`config.mk`:
```
export PLATFORM = sky130hd
export DESIGN_NAME = pmm_mem_map
export DESIGN_NICKNAME = d
export VERILOG_FILES = /design/src/pmm_pkg.sv /design/src/pmm_ram_if.sv /design/src/pmm_mem_map.sv /design/src/pmm_gpr_ram.sv
export SDC_FILE = /design/constraint.sdc
export NUM_CORES = 2
export LEC_CHECK = 0
export BUFFER_PORTS_ARGS = -buffer_cell sky130_fd_sc_hd__buf_2
export CAP_MARGIN = 20
export CORE_MARGIN = 5
export CORE_UTILIZATION = 37
export CTS_CLUSTER_SIZE = 10
export DETAILED_ROUTE_END_ITERATION = 6
export PLACE_DENSITY = 0.61
export SYNTH_ARGS = -nofsm -noshare
export SYNTH_HDL_FRONTEND = slang
export SYNTH_SLANG_ARGS = --single-unit
```
`constraint.sdc`:
```
create_clock -name clk -period 6 [get_ports clk]
set_input_delay 1.2 -clock clk [delete_from_list [all_inputs] [get_ports clk]]
set_output_delay 1.2 -clock clk [all_outputs]
set_load 0.02 [all_outputs]
```
`src/pmm_pkg.sv`:
```
// Constants and types for the program and data memory map decoder
package pmm_pkg;
    localparam int PC_W        = 13;
    localparam int WORD_W      = 14;
    localparam int PROG_WORDS  = 8192;
    localparam logic [12:0] RESET_VEC = 13'h0000;
    localparam logic [12:0] IRQ_VEC   = 13'h0004;

    localparam int OFS_W       = 7;
    localparam int DADDR_W     = 9;
    localparam int BANK_BYTES  = 128;
    localparam int BANKS       = 4;
    localparam logic [6:0] SFR_TOP   = 7'h20;
    localparam int GPR_PER_BANK = 96;
    localparam int GPR_AW      = 9;

    localparam logic [6:0] OFS_INDIRECT = 7'h00;
    localparam logic [6:0] OFS_PCL      = 7'h02;
    localparam logic [6:0] OFS_STATUS   = 7'h03;
    localparam logic [6:0] OFS_POINTER  = 7'h04;
    localparam logic [6:0] OFS_PCLATH   = 7'h0A;
    localparam logic [6:0] OFS_INTCTL   = 7'h0B;

    localparam int BSEL_HI_BIT = 6;
    localparam int BSEL_LO_BIT = 5;
    localparam logic [7:0] STATUS_RST  = 8'h00;
    localparam logic [7:0] POINTER_RST = 8'h00;

    // Where a data access lands
    typedef enum logic [1:0] {
        PMM_RGN_NONE,
        PMM_RGN_SFR_EXT,
        PMM_RGN_SFR_LOCAL,
        PMM_RGN_GPR
    } pmm_region_e;

    // Special registers that appear at the same offset in every bank
    function automatic logic pmm_is_mirrored(input logic [6:0] ofs);
        return (ofs == OFS_INDIRECT) || (ofs == OFS_PCL) ||
               (ofs == OFS_STATUS) || (ofs == OFS_POINTER) ||
               (ofs == OFS_PCLATH) || (ofs == OFS_INTCTL);
    endfunction
endpackage

```
`src/pmm_ram_if.sv`:
```
// Carrier between the decoder and its general purpose storage
`timescale 1ns/100ps
interface pmm_ram_if #(
    parameter int AW = 9,
    parameter int DW = 8
);
    logic          we;
    logic [AW-1:0] addr;
    logic [DW-1:0] wdata;
    logic [DW-1:0] rdata;

    modport ctl (output we, output addr, output wdata, input rdata);
    modport mem (input we, input addr, input wdata, output rdata);
endinterface

```
`src/pmm_mem_map.sv`:
```
// Program counter wrap, vectors and banked data memory decoder
`timescale 1ns/100ps
module pmm_mem_map #(
    parameter int PROG_WORDS = pmm_pkg::PROG_WORDS
) (
    input  wire logic        clk,
    input  wire logic        resetn,
    input  wire logic        fetch_adv,
    input  wire logic        jump_valid,
    input  wire logic [12:0] jump_addr,
    input  wire logic        irq_take,
    output logic      [12:0] prog_addr,
    input  wire logic        dacc_valid,
    input  wire logic        dacc_write,
    input  wire logic [6:0]  dacc_ofs,
    input  wire logic [7:0]  dacc_wdata,
    output logic             rd_valid,
    output logic      [7:0]  rd_data,
    output logic             sfr_sel,
    output logic             sfr_write,
    output logic      [8:0]  sfr_addr,
    output logic      [7:0]  sfr_wdata,
    output logic      [1:0]  bank_sel
);
    localparam int PAW = $clog2(PROG_WORDS);
    localparam int GPR_DEPTH = pmm_pkg::BANKS * pmm_pkg::GPR_PER_BANK;
    localparam logic [12:0] PC_MASK = 13'((1 << PAW) - 1);

    logic [12:0] pc_r;
    logic [12:0] pc_nxt;
    logic [7:0]  status_r;
    logic [7:0]  indirect_pointer_r;
    logic        rd_valid_r;
    logic [7:0]  rd_data_r;
    logic        sfr_sel_r;
    logic        sfr_write_r;
    logic [8:0]  sfr_addr_r;
    logic [7:0]  sfr_wdata_r;

    logic        bank_select_high;
    logic        bank_select_low;
    logic [8:0]  full_addr;
    logic [6:0]  eff_ofs;
    logic [1:0]  eff_bank;
    logic        self_indirect;
    pmm_pkg::pmm_region_e region;
    logic [8:0]  gpr_index;

    pmm_ram_if #(.AW(pmm_pkg::GPR_AW), .DW(8)) ram_bus ();

    pmm_gpr_ram #(
        .DEPTH (GPR_DEPTH),
        .DW    (8)
    ) u_gpr (
        .clk (clk),
        .bus (ram_bus.mem)
    );

    // ---------------- Program side ----------------
    // Interrupt beats a jump, a jump beats the sequential step
    always_comb begin
        pc_nxt = pc_r;
        if (irq_take) begin
            pc_nxt = pmm_pkg::IRQ_VEC;
        end else if (jump_valid) begin
            pc_nxt = jump_addr;
        end else if (fetch_adv) begin
            pc_nxt = pc_r + 13'h0001;
        end
    end

    // Only the implemented low bits are kept, so any address wraps
    always_ff @(posedge clk) begin
        if (!resetn) begin
            pc_r <= pmm_pkg::RESET_VEC;
        end else begin
            pc_r <= pc_nxt & PC_MASK;
        end
    end

    assign prog_addr = pc_r;

    // ---------------- Data side ----------------
    // Bank select lives in the status register, mirrored in all banks
    assign bank_select_high = status_r[pmm_pkg::BSEL_HI_BIT];
    assign bank_select_low  = status_r[pmm_pkg::BSEL_LO_BIT];

    // Direct uses bank bits over the offset; offset 00h goes via pointer
    always_comb begin
        self_indirect = 1'b0;
        if (dacc_ofs == pmm_pkg::OFS_INDIRECT) begin
            full_addr = {bank_select_high, indirect_pointer_r};
            self_indirect =
                (indirect_pointer_r[6:0] == pmm_pkg::OFS_INDIRECT);
        end else begin
            full_addr = {bank_select_high, bank_select_low,
                         dacc_ofs};
        end
        eff_bank = full_addr[8:7];
        eff_ofs  = full_addr[6:0];
    end

    // Region decode; every bank starts with its special area
    always_comb begin
        region = pmm_pkg::PMM_RGN_NONE;
        if (!dacc_valid || self_indirect) begin
            region = pmm_pkg::PMM_RGN_NONE;
        end else if (eff_ofs == pmm_pkg::OFS_STATUS ||
                     eff_ofs == pmm_pkg::OFS_POINTER) begin
            region = pmm_pkg::PMM_RGN_SFR_LOCAL;
        end else if (eff_ofs < pmm_pkg::SFR_TOP) begin
            region = pmm_pkg::PMM_RGN_SFR_EXT;
        end else begin
            region = pmm_pkg::PMM_RGN_GPR;
        end
    end

    // Bank-packed index: bank * 96 + (offset - 20h)
    assign gpr_index = 9'(eff_bank * pmm_pkg::GPR_PER_BANK)
                     + 9'(eff_ofs - pmm_pkg::SFR_TOP);

    assign ram_bus.we    = (region == pmm_pkg::PMM_RGN_GPR) && dacc_write;
    assign ram_bus.addr  = gpr_index;
    assign ram_bus.wdata = dacc_wdata;

    // Status register: one copy reached from every bank
    always_ff @(posedge clk) begin
        if (!resetn) begin
            status_r <= pmm_pkg::STATUS_RST;
        end else if (region == pmm_pkg::PMM_RGN_SFR_LOCAL && dacc_write &&
                     eff_ofs == pmm_pkg::OFS_STATUS) begin
            status_r <= dacc_wdata;
        end
    end

    // Indirect pointer, also mirrored in every bank
    always_ff @(posedge clk) begin
        if (!resetn) begin
            indirect_pointer_r <= pmm_pkg::POINTER_RST;
        end else if (region == pmm_pkg::PMM_RGN_SFR_LOCAL && dacc_write &&
                     eff_ofs == pmm_pkg::OFS_POINTER) begin
            indirect_pointer_r <= dacc_wdata;
        end
    end

    // Local read answers one cycle after the request
    always_ff @(posedge clk) begin
        if (!resetn) begin
            rd_valid_r <= 1'b0;
            rd_data_r  <= 8'h00;
        end else begin
            rd_valid_r <= 1'b0;
            if (dacc_valid && !dacc_write) begin
                if (region == pmm_pkg::PMM_RGN_GPR) begin
                    rd_valid_r <= 1'b1;
                    rd_data_r  <= ram_bus.rdata;
                end else if (region == pmm_pkg::PMM_RGN_SFR_LOCAL) begin
                    rd_valid_r <= 1'b1;
                    rd_data_r  <= (eff_ofs == pmm_pkg::OFS_STATUS) ?
                                  status_r : indirect_pointer_r;
                end else if (region == pmm_pkg::PMM_RGN_NONE) begin
                    rd_valid_r <= 1'b1;                // Self-indirect reads 0
                    rd_data_r  <= 8'h00;
                end
            end
        end
    end

    // Peripheral strobe; mirrored registers fold to their bank 0 address
    always_ff @(posedge clk) begin
        if (!resetn) begin
            sfr_sel_r   <= 1'b0;
            sfr_write_r <= 1'b0;
            sfr_addr_r  <= 9'h000;
            sfr_wdata_r <= 8'h00;
        end else begin
            sfr_sel_r   <= (region == pmm_pkg::PMM_RGN_SFR_EXT);
            sfr_write_r <= (region == pmm_pkg::PMM_RGN_SFR_EXT) && dacc_write;
            if (region == pmm_pkg::PMM_RGN_SFR_EXT) begin
                sfr_wdata_r <= dacc_wdata;
                if (pmm_pkg::pmm_is_mirrored(eff_ofs)) begin
                    sfr_addr_r <= {2'b00, eff_ofs};
                end else begin
                    sfr_addr_r <= full_addr;
                end
            end
        end
    end

    assign rd_valid  = rd_valid_r;
    assign rd_data   = rd_data_r;
    assign sfr_sel   = sfr_sel_r;
    assign sfr_write = sfr_write_r;
    assign sfr_addr  = sfr_addr_r;
    assign sfr_wdata = sfr_wdata_r;
    assign bank_sel  = {status_r[pmm_pkg::BSEL_HI_BIT],
                        status_r[pmm_pkg::BSEL_LO_BIT]};
endmodule // pmm_mem_map

```
`src/pmm_gpr_ram.sv`:
```
// General purpose register storage built from flip-flops
`timescale 1ns/100ps
module pmm_gpr_ram #(
    parameter int DEPTH = 384,
    parameter int DW    = 8
) (
    input  wire logic clk,
    pmm_ram_if.mem    bus
);
    logic [DW-1:0] cell_r [DEPTH];

    // Write port; no reset, contents are undefined like real SRAM
    always_ff @(posedge clk) begin
        if (bus.we && (int'(bus.addr) < DEPTH)) begin
            cell_r[bus.addr] <= bus.wdata;
        end
    end

    // Read is combinational; the decoder registers it
    always_comb begin
        bus.rdata = '0;
        if (int'(bus.addr) < DEPTH) begin
            bus.rdata = cell_r[bus.addr];
        end
    end
endmodule // pmm_gpr_ram

```
# ---- After elaboration in Yosys (flattened, before gate mapping)
# Memory sizes are Yosys's and may differ from the RTL's.
# Cells that the tools add are included.
dict set report totals {
  ram_bits 3072
  ff_bits 57
  out_inout_bits 43
  input_bits 35
  wordCells 71
  n_memories 1
}
# memory words width rd rd_clocked_by_memory_dff wr line
set mem_list {}
lappend mem_list {u_gpr.cell_r 384 8 1 0 1 pmm_gpr_ram.sv:10} ;# logic [DW-1:0] cell_r [DEPTH];
dict set report op_classes {
  n_eq_ne 8
  add_sub_neg 3
  n_reduce_logical 26
  n_mux 19
  bitwise_logic 1
  multipliers 1
  n_lt_le_gt_ge 2
}
# operator n
set ops {}
lappend ops {{2-to-1 mux 8 bit} 6}
lappend ops {{2-to-1 mux 13 bit} 2}
lappend ops {{zero test 7 bit} 3}
lappend ops {{equality test 7 x 2 -> 1 bit, second input constant} 2}
lappend ops {{equality test 7 x 4 -> 1 bit, second input constant} 2}
lappend ops {{adder 13 x 1 -> 13 bit, second input constant} 1}
lappend ops {{adder 9 bit} 1}
lappend ops {{less-than comparator 9 bit, second input constant} 1}
lappend ops {{2-to-1 mux 9 bit} 1}
lappend ops {{subtractor 7 x 6 -> 8 bit, second input constant} 1}
lappend ops {{equality test 7 x 3 -> 1 bit, second input constant} 1}
lappend ops {{logical AND 1 bit} 7}
lappend ops {{logical OR 1 bit} 7}
lappend ops {{less-than comparator 7 x 6 -> 1 bit, second input constant} 1}
lappend ops {{2-to-1 mux 1 bit} 6}
lappend ops {{2-to-1 mux 2 bit} 3}
lappend ops {{nonzero test 3 bit} 2}
lappend ops {{equality test 2 bit, second input constant} 2}
lappend ops {{multiplier 2 x 2 -> 4 bit, second input constant} 1}
lappend ops {{AND reduction 2 bit} 2}
lappend ops {{2-to-1 mux 3 bit} 1}
lappend ops {{equality test 2 x 1 -> 1 bit, second input constant} 1}
lappend ops {{zero test 1 bit} 2}
lappend ops {{zero test 2 bit} 1}
lappend ops {{3 further kinds} 3}

# ---- Depth between registers and ports, before layout
dict set report depth {
  ltp_word 11
  depth_mapped 18
  ltp_nobuf 15
}

# ---- Hierarchy
# Synthesis repeated with hierarchy kept, for this count alone.
dict set report unflattened {
  cells_unflattened 5976
  hier_area_um2 122049.6
}
# module seq_area_each_um2 area_each_um2 instances cells_each
set modules_own_cells {}
lappend modules_own_cells {pmm_gpr_ram 92248.5 119190.6 1 5649}
lappend modules_own_cells {pmm_mem_map 1141.1 2859.0 1 327}

# ---- Worst setup path after synthesis
# Ideal clock, no wire load.
dict set report synth_timing {
  kind {input port to flip-flop}
  startpoint {input port dacc_ofs[4]}
  endpoint {memory u_gpr.cell_r[250][0], enable pin}
  t_arrival_ps 5134
  setup_ps 370
  required_ps 5630
  stages 17
  slack_ps 496
  path_buffers 4
  path_cell_list {buf_2 > or3_1 > buf_2 > nor2_2 > mux2i_1 > inv_1 > ha_1 > ha_1 > nand2_1 > o311ai_0 > a31oi_1 > xor2_1 > clkbuf_1 > nor2_1 > nand3_1 > clkbuf_1 > nor2_1}
}
dict set report synth_between {
  elab_chain_len 11
  word_cells_on_any_way 20
}
# element line
set synth_lines {}
lappend synth_lines {{start: declaration} pmm_mem_map.sv:15} ;# input wire logic [6:0] dacc_ofs,
lappend synth_lines {{parallel branches: the longest is 11 deep, another holds adder 9 bit} --}
lappend synth_lines {{end: declaration} pmm_gpr_ram.sv:10}
# Parallel ways; which one is timed is not known.

# ---- Worst setup path in the final report
dict set report layout_timing {
  startpoint {input port dacc_ofs[0]}
  endpoint {memory u_gpr.cell_r[150][6], enable pin}
}
# The elaborated chain is that of the path after synthesis.

==> impl_metrics.tcl <==
set metrics [dict create \
    p_per_area_nw_per_um2 326 \
    path_delay_family "simple AND/OR/NAND/NOR gates" \
    die-width_um 578 \
    layout.cells.non_filler 12606 \
    start_util_pct 37.2 \
    yosys-top-cells-area "sky130_fd_sc_hd__edfxtp_1 77%, sky130_fd_sc_hd__nor2_1 3.0%, sky130_fd_sc_hd__o22ai_1 2.9%" \
    power.switching_mw 10.1 \
    cp-startpoint "dacc_ofs[0]" \
    fraction_of_power_spent_switching_nets_pct 22.1 \
    ant_nets 0 \
    die_height_um 578 \
    worst_setup_path_start_kind "primary input" \
    setup_skew_ns 0.0395 \
    drt_pre_antenna_iters 7 \
    timing.reg2reg.worst_path_depth 15 \
    achievable-frequency_mhz 180 \
    yosys.area.top_type "sky130_fd_sc_hd__edfxtp_1" \
    yosysMostFrequentCell "sky130_fd_sc_hd__edfxtp_1" \
    first_global_vias 75368 \
    syn_to_final_growth_pct 17.9 \
    pwr-share-clk_pct 41.5 \
    row_count 208 \
    number_of_synthesized_flops_with_an_enable_pin 3072 \
    ctsResizeCount 0 \
    grt_max_degree 143 \
    clkSinkCount 3129 \
    routabilityCongestion 0.928 \
    layout.nets 8263 \
    syn_std_cell_area_um2 119000 \
    path_clk_slew_ns 0.06 \
    worstMarginPinSlew_ns 1.16 \
    vdd.ir_drop.worst_v 0.000238 \
    final.period_utilization_pct 92.7 \
    htree_num_levels 5 \
    gr-usage-all-layers_pct 22.8 \
    clock_tree.root_cell "sky130_fd_sc_hd__clkbuf_16" \
    violations_in_the_final_reports "design-rule violations" \
    worstPathBufferInverterCount 4 \
    report.final.hold_viol_count 0 \
    dp_hpwl_um 237000 \
    num_vias 77525 \
    grt_pass1_wl_um 556000 \
    critPathSlowestCell "sky130_fd_sc_hd__nor2_1" \
    worst-setup-path-type "in -> reg" \
    boundaryPins 78 \
    post_dp_cell_area_um2 131000 \
    final-setup-viol-count 0 \
    synthDistinctLibCells 77 \
    finalInstanceArea_um2 141000 \
    timing.critical_path.slowest_cell_delay_ns 0.80 \
    detailedRoute.firstIterationViolations 12172 \
    yosysWarningCount 0 \
    outcome "finished with violations" \
    fillCellCount 27674 \
    cts_made_buffers 358 \
    tritoncts "yes" \
    share_of_final_layout_standard_cells_stronger_than_drive_strength_1_pct 16.7 \
    postSynth.topFlopCell "sky130_fd_sc_hd__edfxtp_1" \
    grt_antenna_before_repair 19 \
    clkLatencyLatePin_ns 0.89 \
    combPwrFrac_pct 6.0 \
    largest_fanout_on_the_critical_path 8 \
    report.final.slew_viol_count 0 \
    clockBufferDepth 4 \
    postSynthRegisterBits 3129 \
    cp_cell_sequence "buf_6 > or4_4 > nor2_2 > mux2i_1 > inv_1 > ha_1 > ha_1 > nand2_1 > o311ai_0 > a31oi_1 > buf_4 > xor2_2 > nand2_1 > nand4_1 > buf_4 > nor2_1 > nand2_2 > nor2_1" \
    r2r_slack_ns 1.22 \
    synth-async-reset-ratio_pct 0 \
    overflow 0 \
    wl_per_cell_um 31.3 \
    floorplan.die_area_um2 334000 \
    cp.required_ns 6.48 \
    post_cts.repair.setup_buffers 0 \
    cp_num_cells 18 \
    syn_inst 7500 \
    hold-path-cell-count 2 \
    drt-vias-per-instance 6.15 \
    post_synth_most_frequent_cells "3072 x sky130_fd_sc_hd__edfxtp_1, 950 x sky130_fd_sc_hd__nor2_1, 551 x sky130_fd_sc_hd__o22ai_1, 383 x sky130_fd_sc_hd__o221ai_1, 351 x sky130_fd_sc_hd__clkbuf_1" \
    power.total_mw 45.8 \
    syn-num-nets 7543 \
    maxCapViolCount 0 \
    grt_setup_unrepaired "no" \
    layout_min_cycle_time_ns 5.56 \
    arrival_ns 6.04 \
    postSynthAreaPerCell_um2 15.9 \
    place.port_buffers 77 \
    static-leakage-power_nw 45.1 \
    endpoint_kind "flip-flop" \
    reg2reg_from "status_r[5]" \
    area_share_of_the_largest_cell_type_after_synthesis_pct 77.4 \
    worstHoldStart "sfr_addr[8]" \
    pwr-share-seq_pct 52.5 \
    p_int_mw 35.7 \
    post_cts_hold_buffer_count 0 \
    timing.hold.worst.class "reg -> reg" \
    synth.yosys.seq_area_share_pct 78.3 \
    drt_wl_total_um 394000 \
    timing.slew.headroom_pct 22.6 \
    dp_cells 12163 \
    drc 2 \
    core_region_area_um2 321000 \
]
[power by group through the flow]
stage | Combinational, mW | Clock (mW) | Sequential [mW]
after floorplan | 1.09 | 0 | 24.5
after global placement | 2.65 | 0 | 24.5
after detailed placement | 2.67 | 0 | 24.5
after CTS | 2.68 | 19.2 | 24.0
after global routing | 2.81 | 20.1 | 24.0
final | 2.75 | 19.0 | 24.0
[stage by stage]
step | TNS [ns] | utilization, % | hold WS [ns] | setup WS, ns
after floorplan | 0 | - | 0.482 | 0.496
after global placement | -29.52 | 40.8 | 0.477 | -0.239
after detailed placement | -2.32 | 40.8 | 0.480 | -0.161
after CTS | 0 | 43.8 | 0.481 | 0.738
after global routing | 0 | 43.8 | 0.508 | 0.315
final | 0 | 43.8 | 0.480 | 0.440
[per-layer routing]
metal / up-vias / track usage, % / wire (µm)
met1: 39333 / 31.0 / 149000
li1: 31802 / - / -
met4: 20 / 10.0 / 19400
met3: 937 / 5.66 / 48200
met5: - / 0.0425 / 134
met2: 5433 / 34.9 / 178000
[cell type report]
cell class                      count  area (µm²)  area share (%)
Multi-Input combinational cell   3797       23800            16.9
Clock buffer                      412        9320            6.63
Tap cell                         4305        5390            3.83
Inverter                            7        26.3          0.0187
Clock inverter                     22         328           0.233
Sequential cell                  3129       93400            66.4
Timing Repair Buffer              927        8300            5.91
Antenna cell                        7        17.5          0.0125
[final timing paths]
check	to
worst max-delay path	u_gpr.cell_r[150][6]
worst min-delay path	sfr_addr[8]
worst max register to register	u_gpr.cell_r[150][6]
worst min register to register	sfr_addr[8]
[logic make-up (layout without fill, tap and decap cells)]
logic type	count (synthesis)	in the layout	synth area share (%)
muxes	158	158	1.34
other	0	7	0
buffers and inverters	574	1368	1.97
DFF	3129	3129	78.3
and+or+nand+nor	1563	1563	5.47
xor gates and xnor gates	18	18	0.132
AOI/OAI and AO/OA	2050	2050	12.7
adders and majority gates	8	8	0.0903
[flip-flops by register name (all words and copies together) (netlist names)]
name	cells
u_gpr.cell_r	3072
prog_addr	13
sfr_addr	9
indirect_pointer_r	8
rd_data	8
sfr_wdata	8
status_r	8
rd_valid	1
sfr_sel	1
sfr_write	1
[cells in the final DEF, fill, tap and decap left out, drive strengths merged, types with 11 or more instances in the layout]
cell	instances
a22oi	103
buf	927
a21boi	11
a222oi	107
a221oi	20
o22ai	551
a41oi	11
o21ai	193
nand4	41
edfxtp	3072
clkbuf	412
nor4	15
dfxtp	57
xnor2	12
nor2b	27
o31ai	131
inv	17
a21oi	157
o22a	254
a31oi	16
mux2i	154
o2111ai	34
nand2	272
and3	13
nand3	37
nor3	167
nor2	951
o221ai	383
[worst min-delay path: stages (launching register included)]
cell                       delay, ns
sky130_fd_sc_hd__dfxtp_1        0.31
sky130_fd_sc_hd__nand2b_1       0.06
sky130_fd_sc_hd__a21boi_0       0.07
Power figures use the tool's default switching activity.
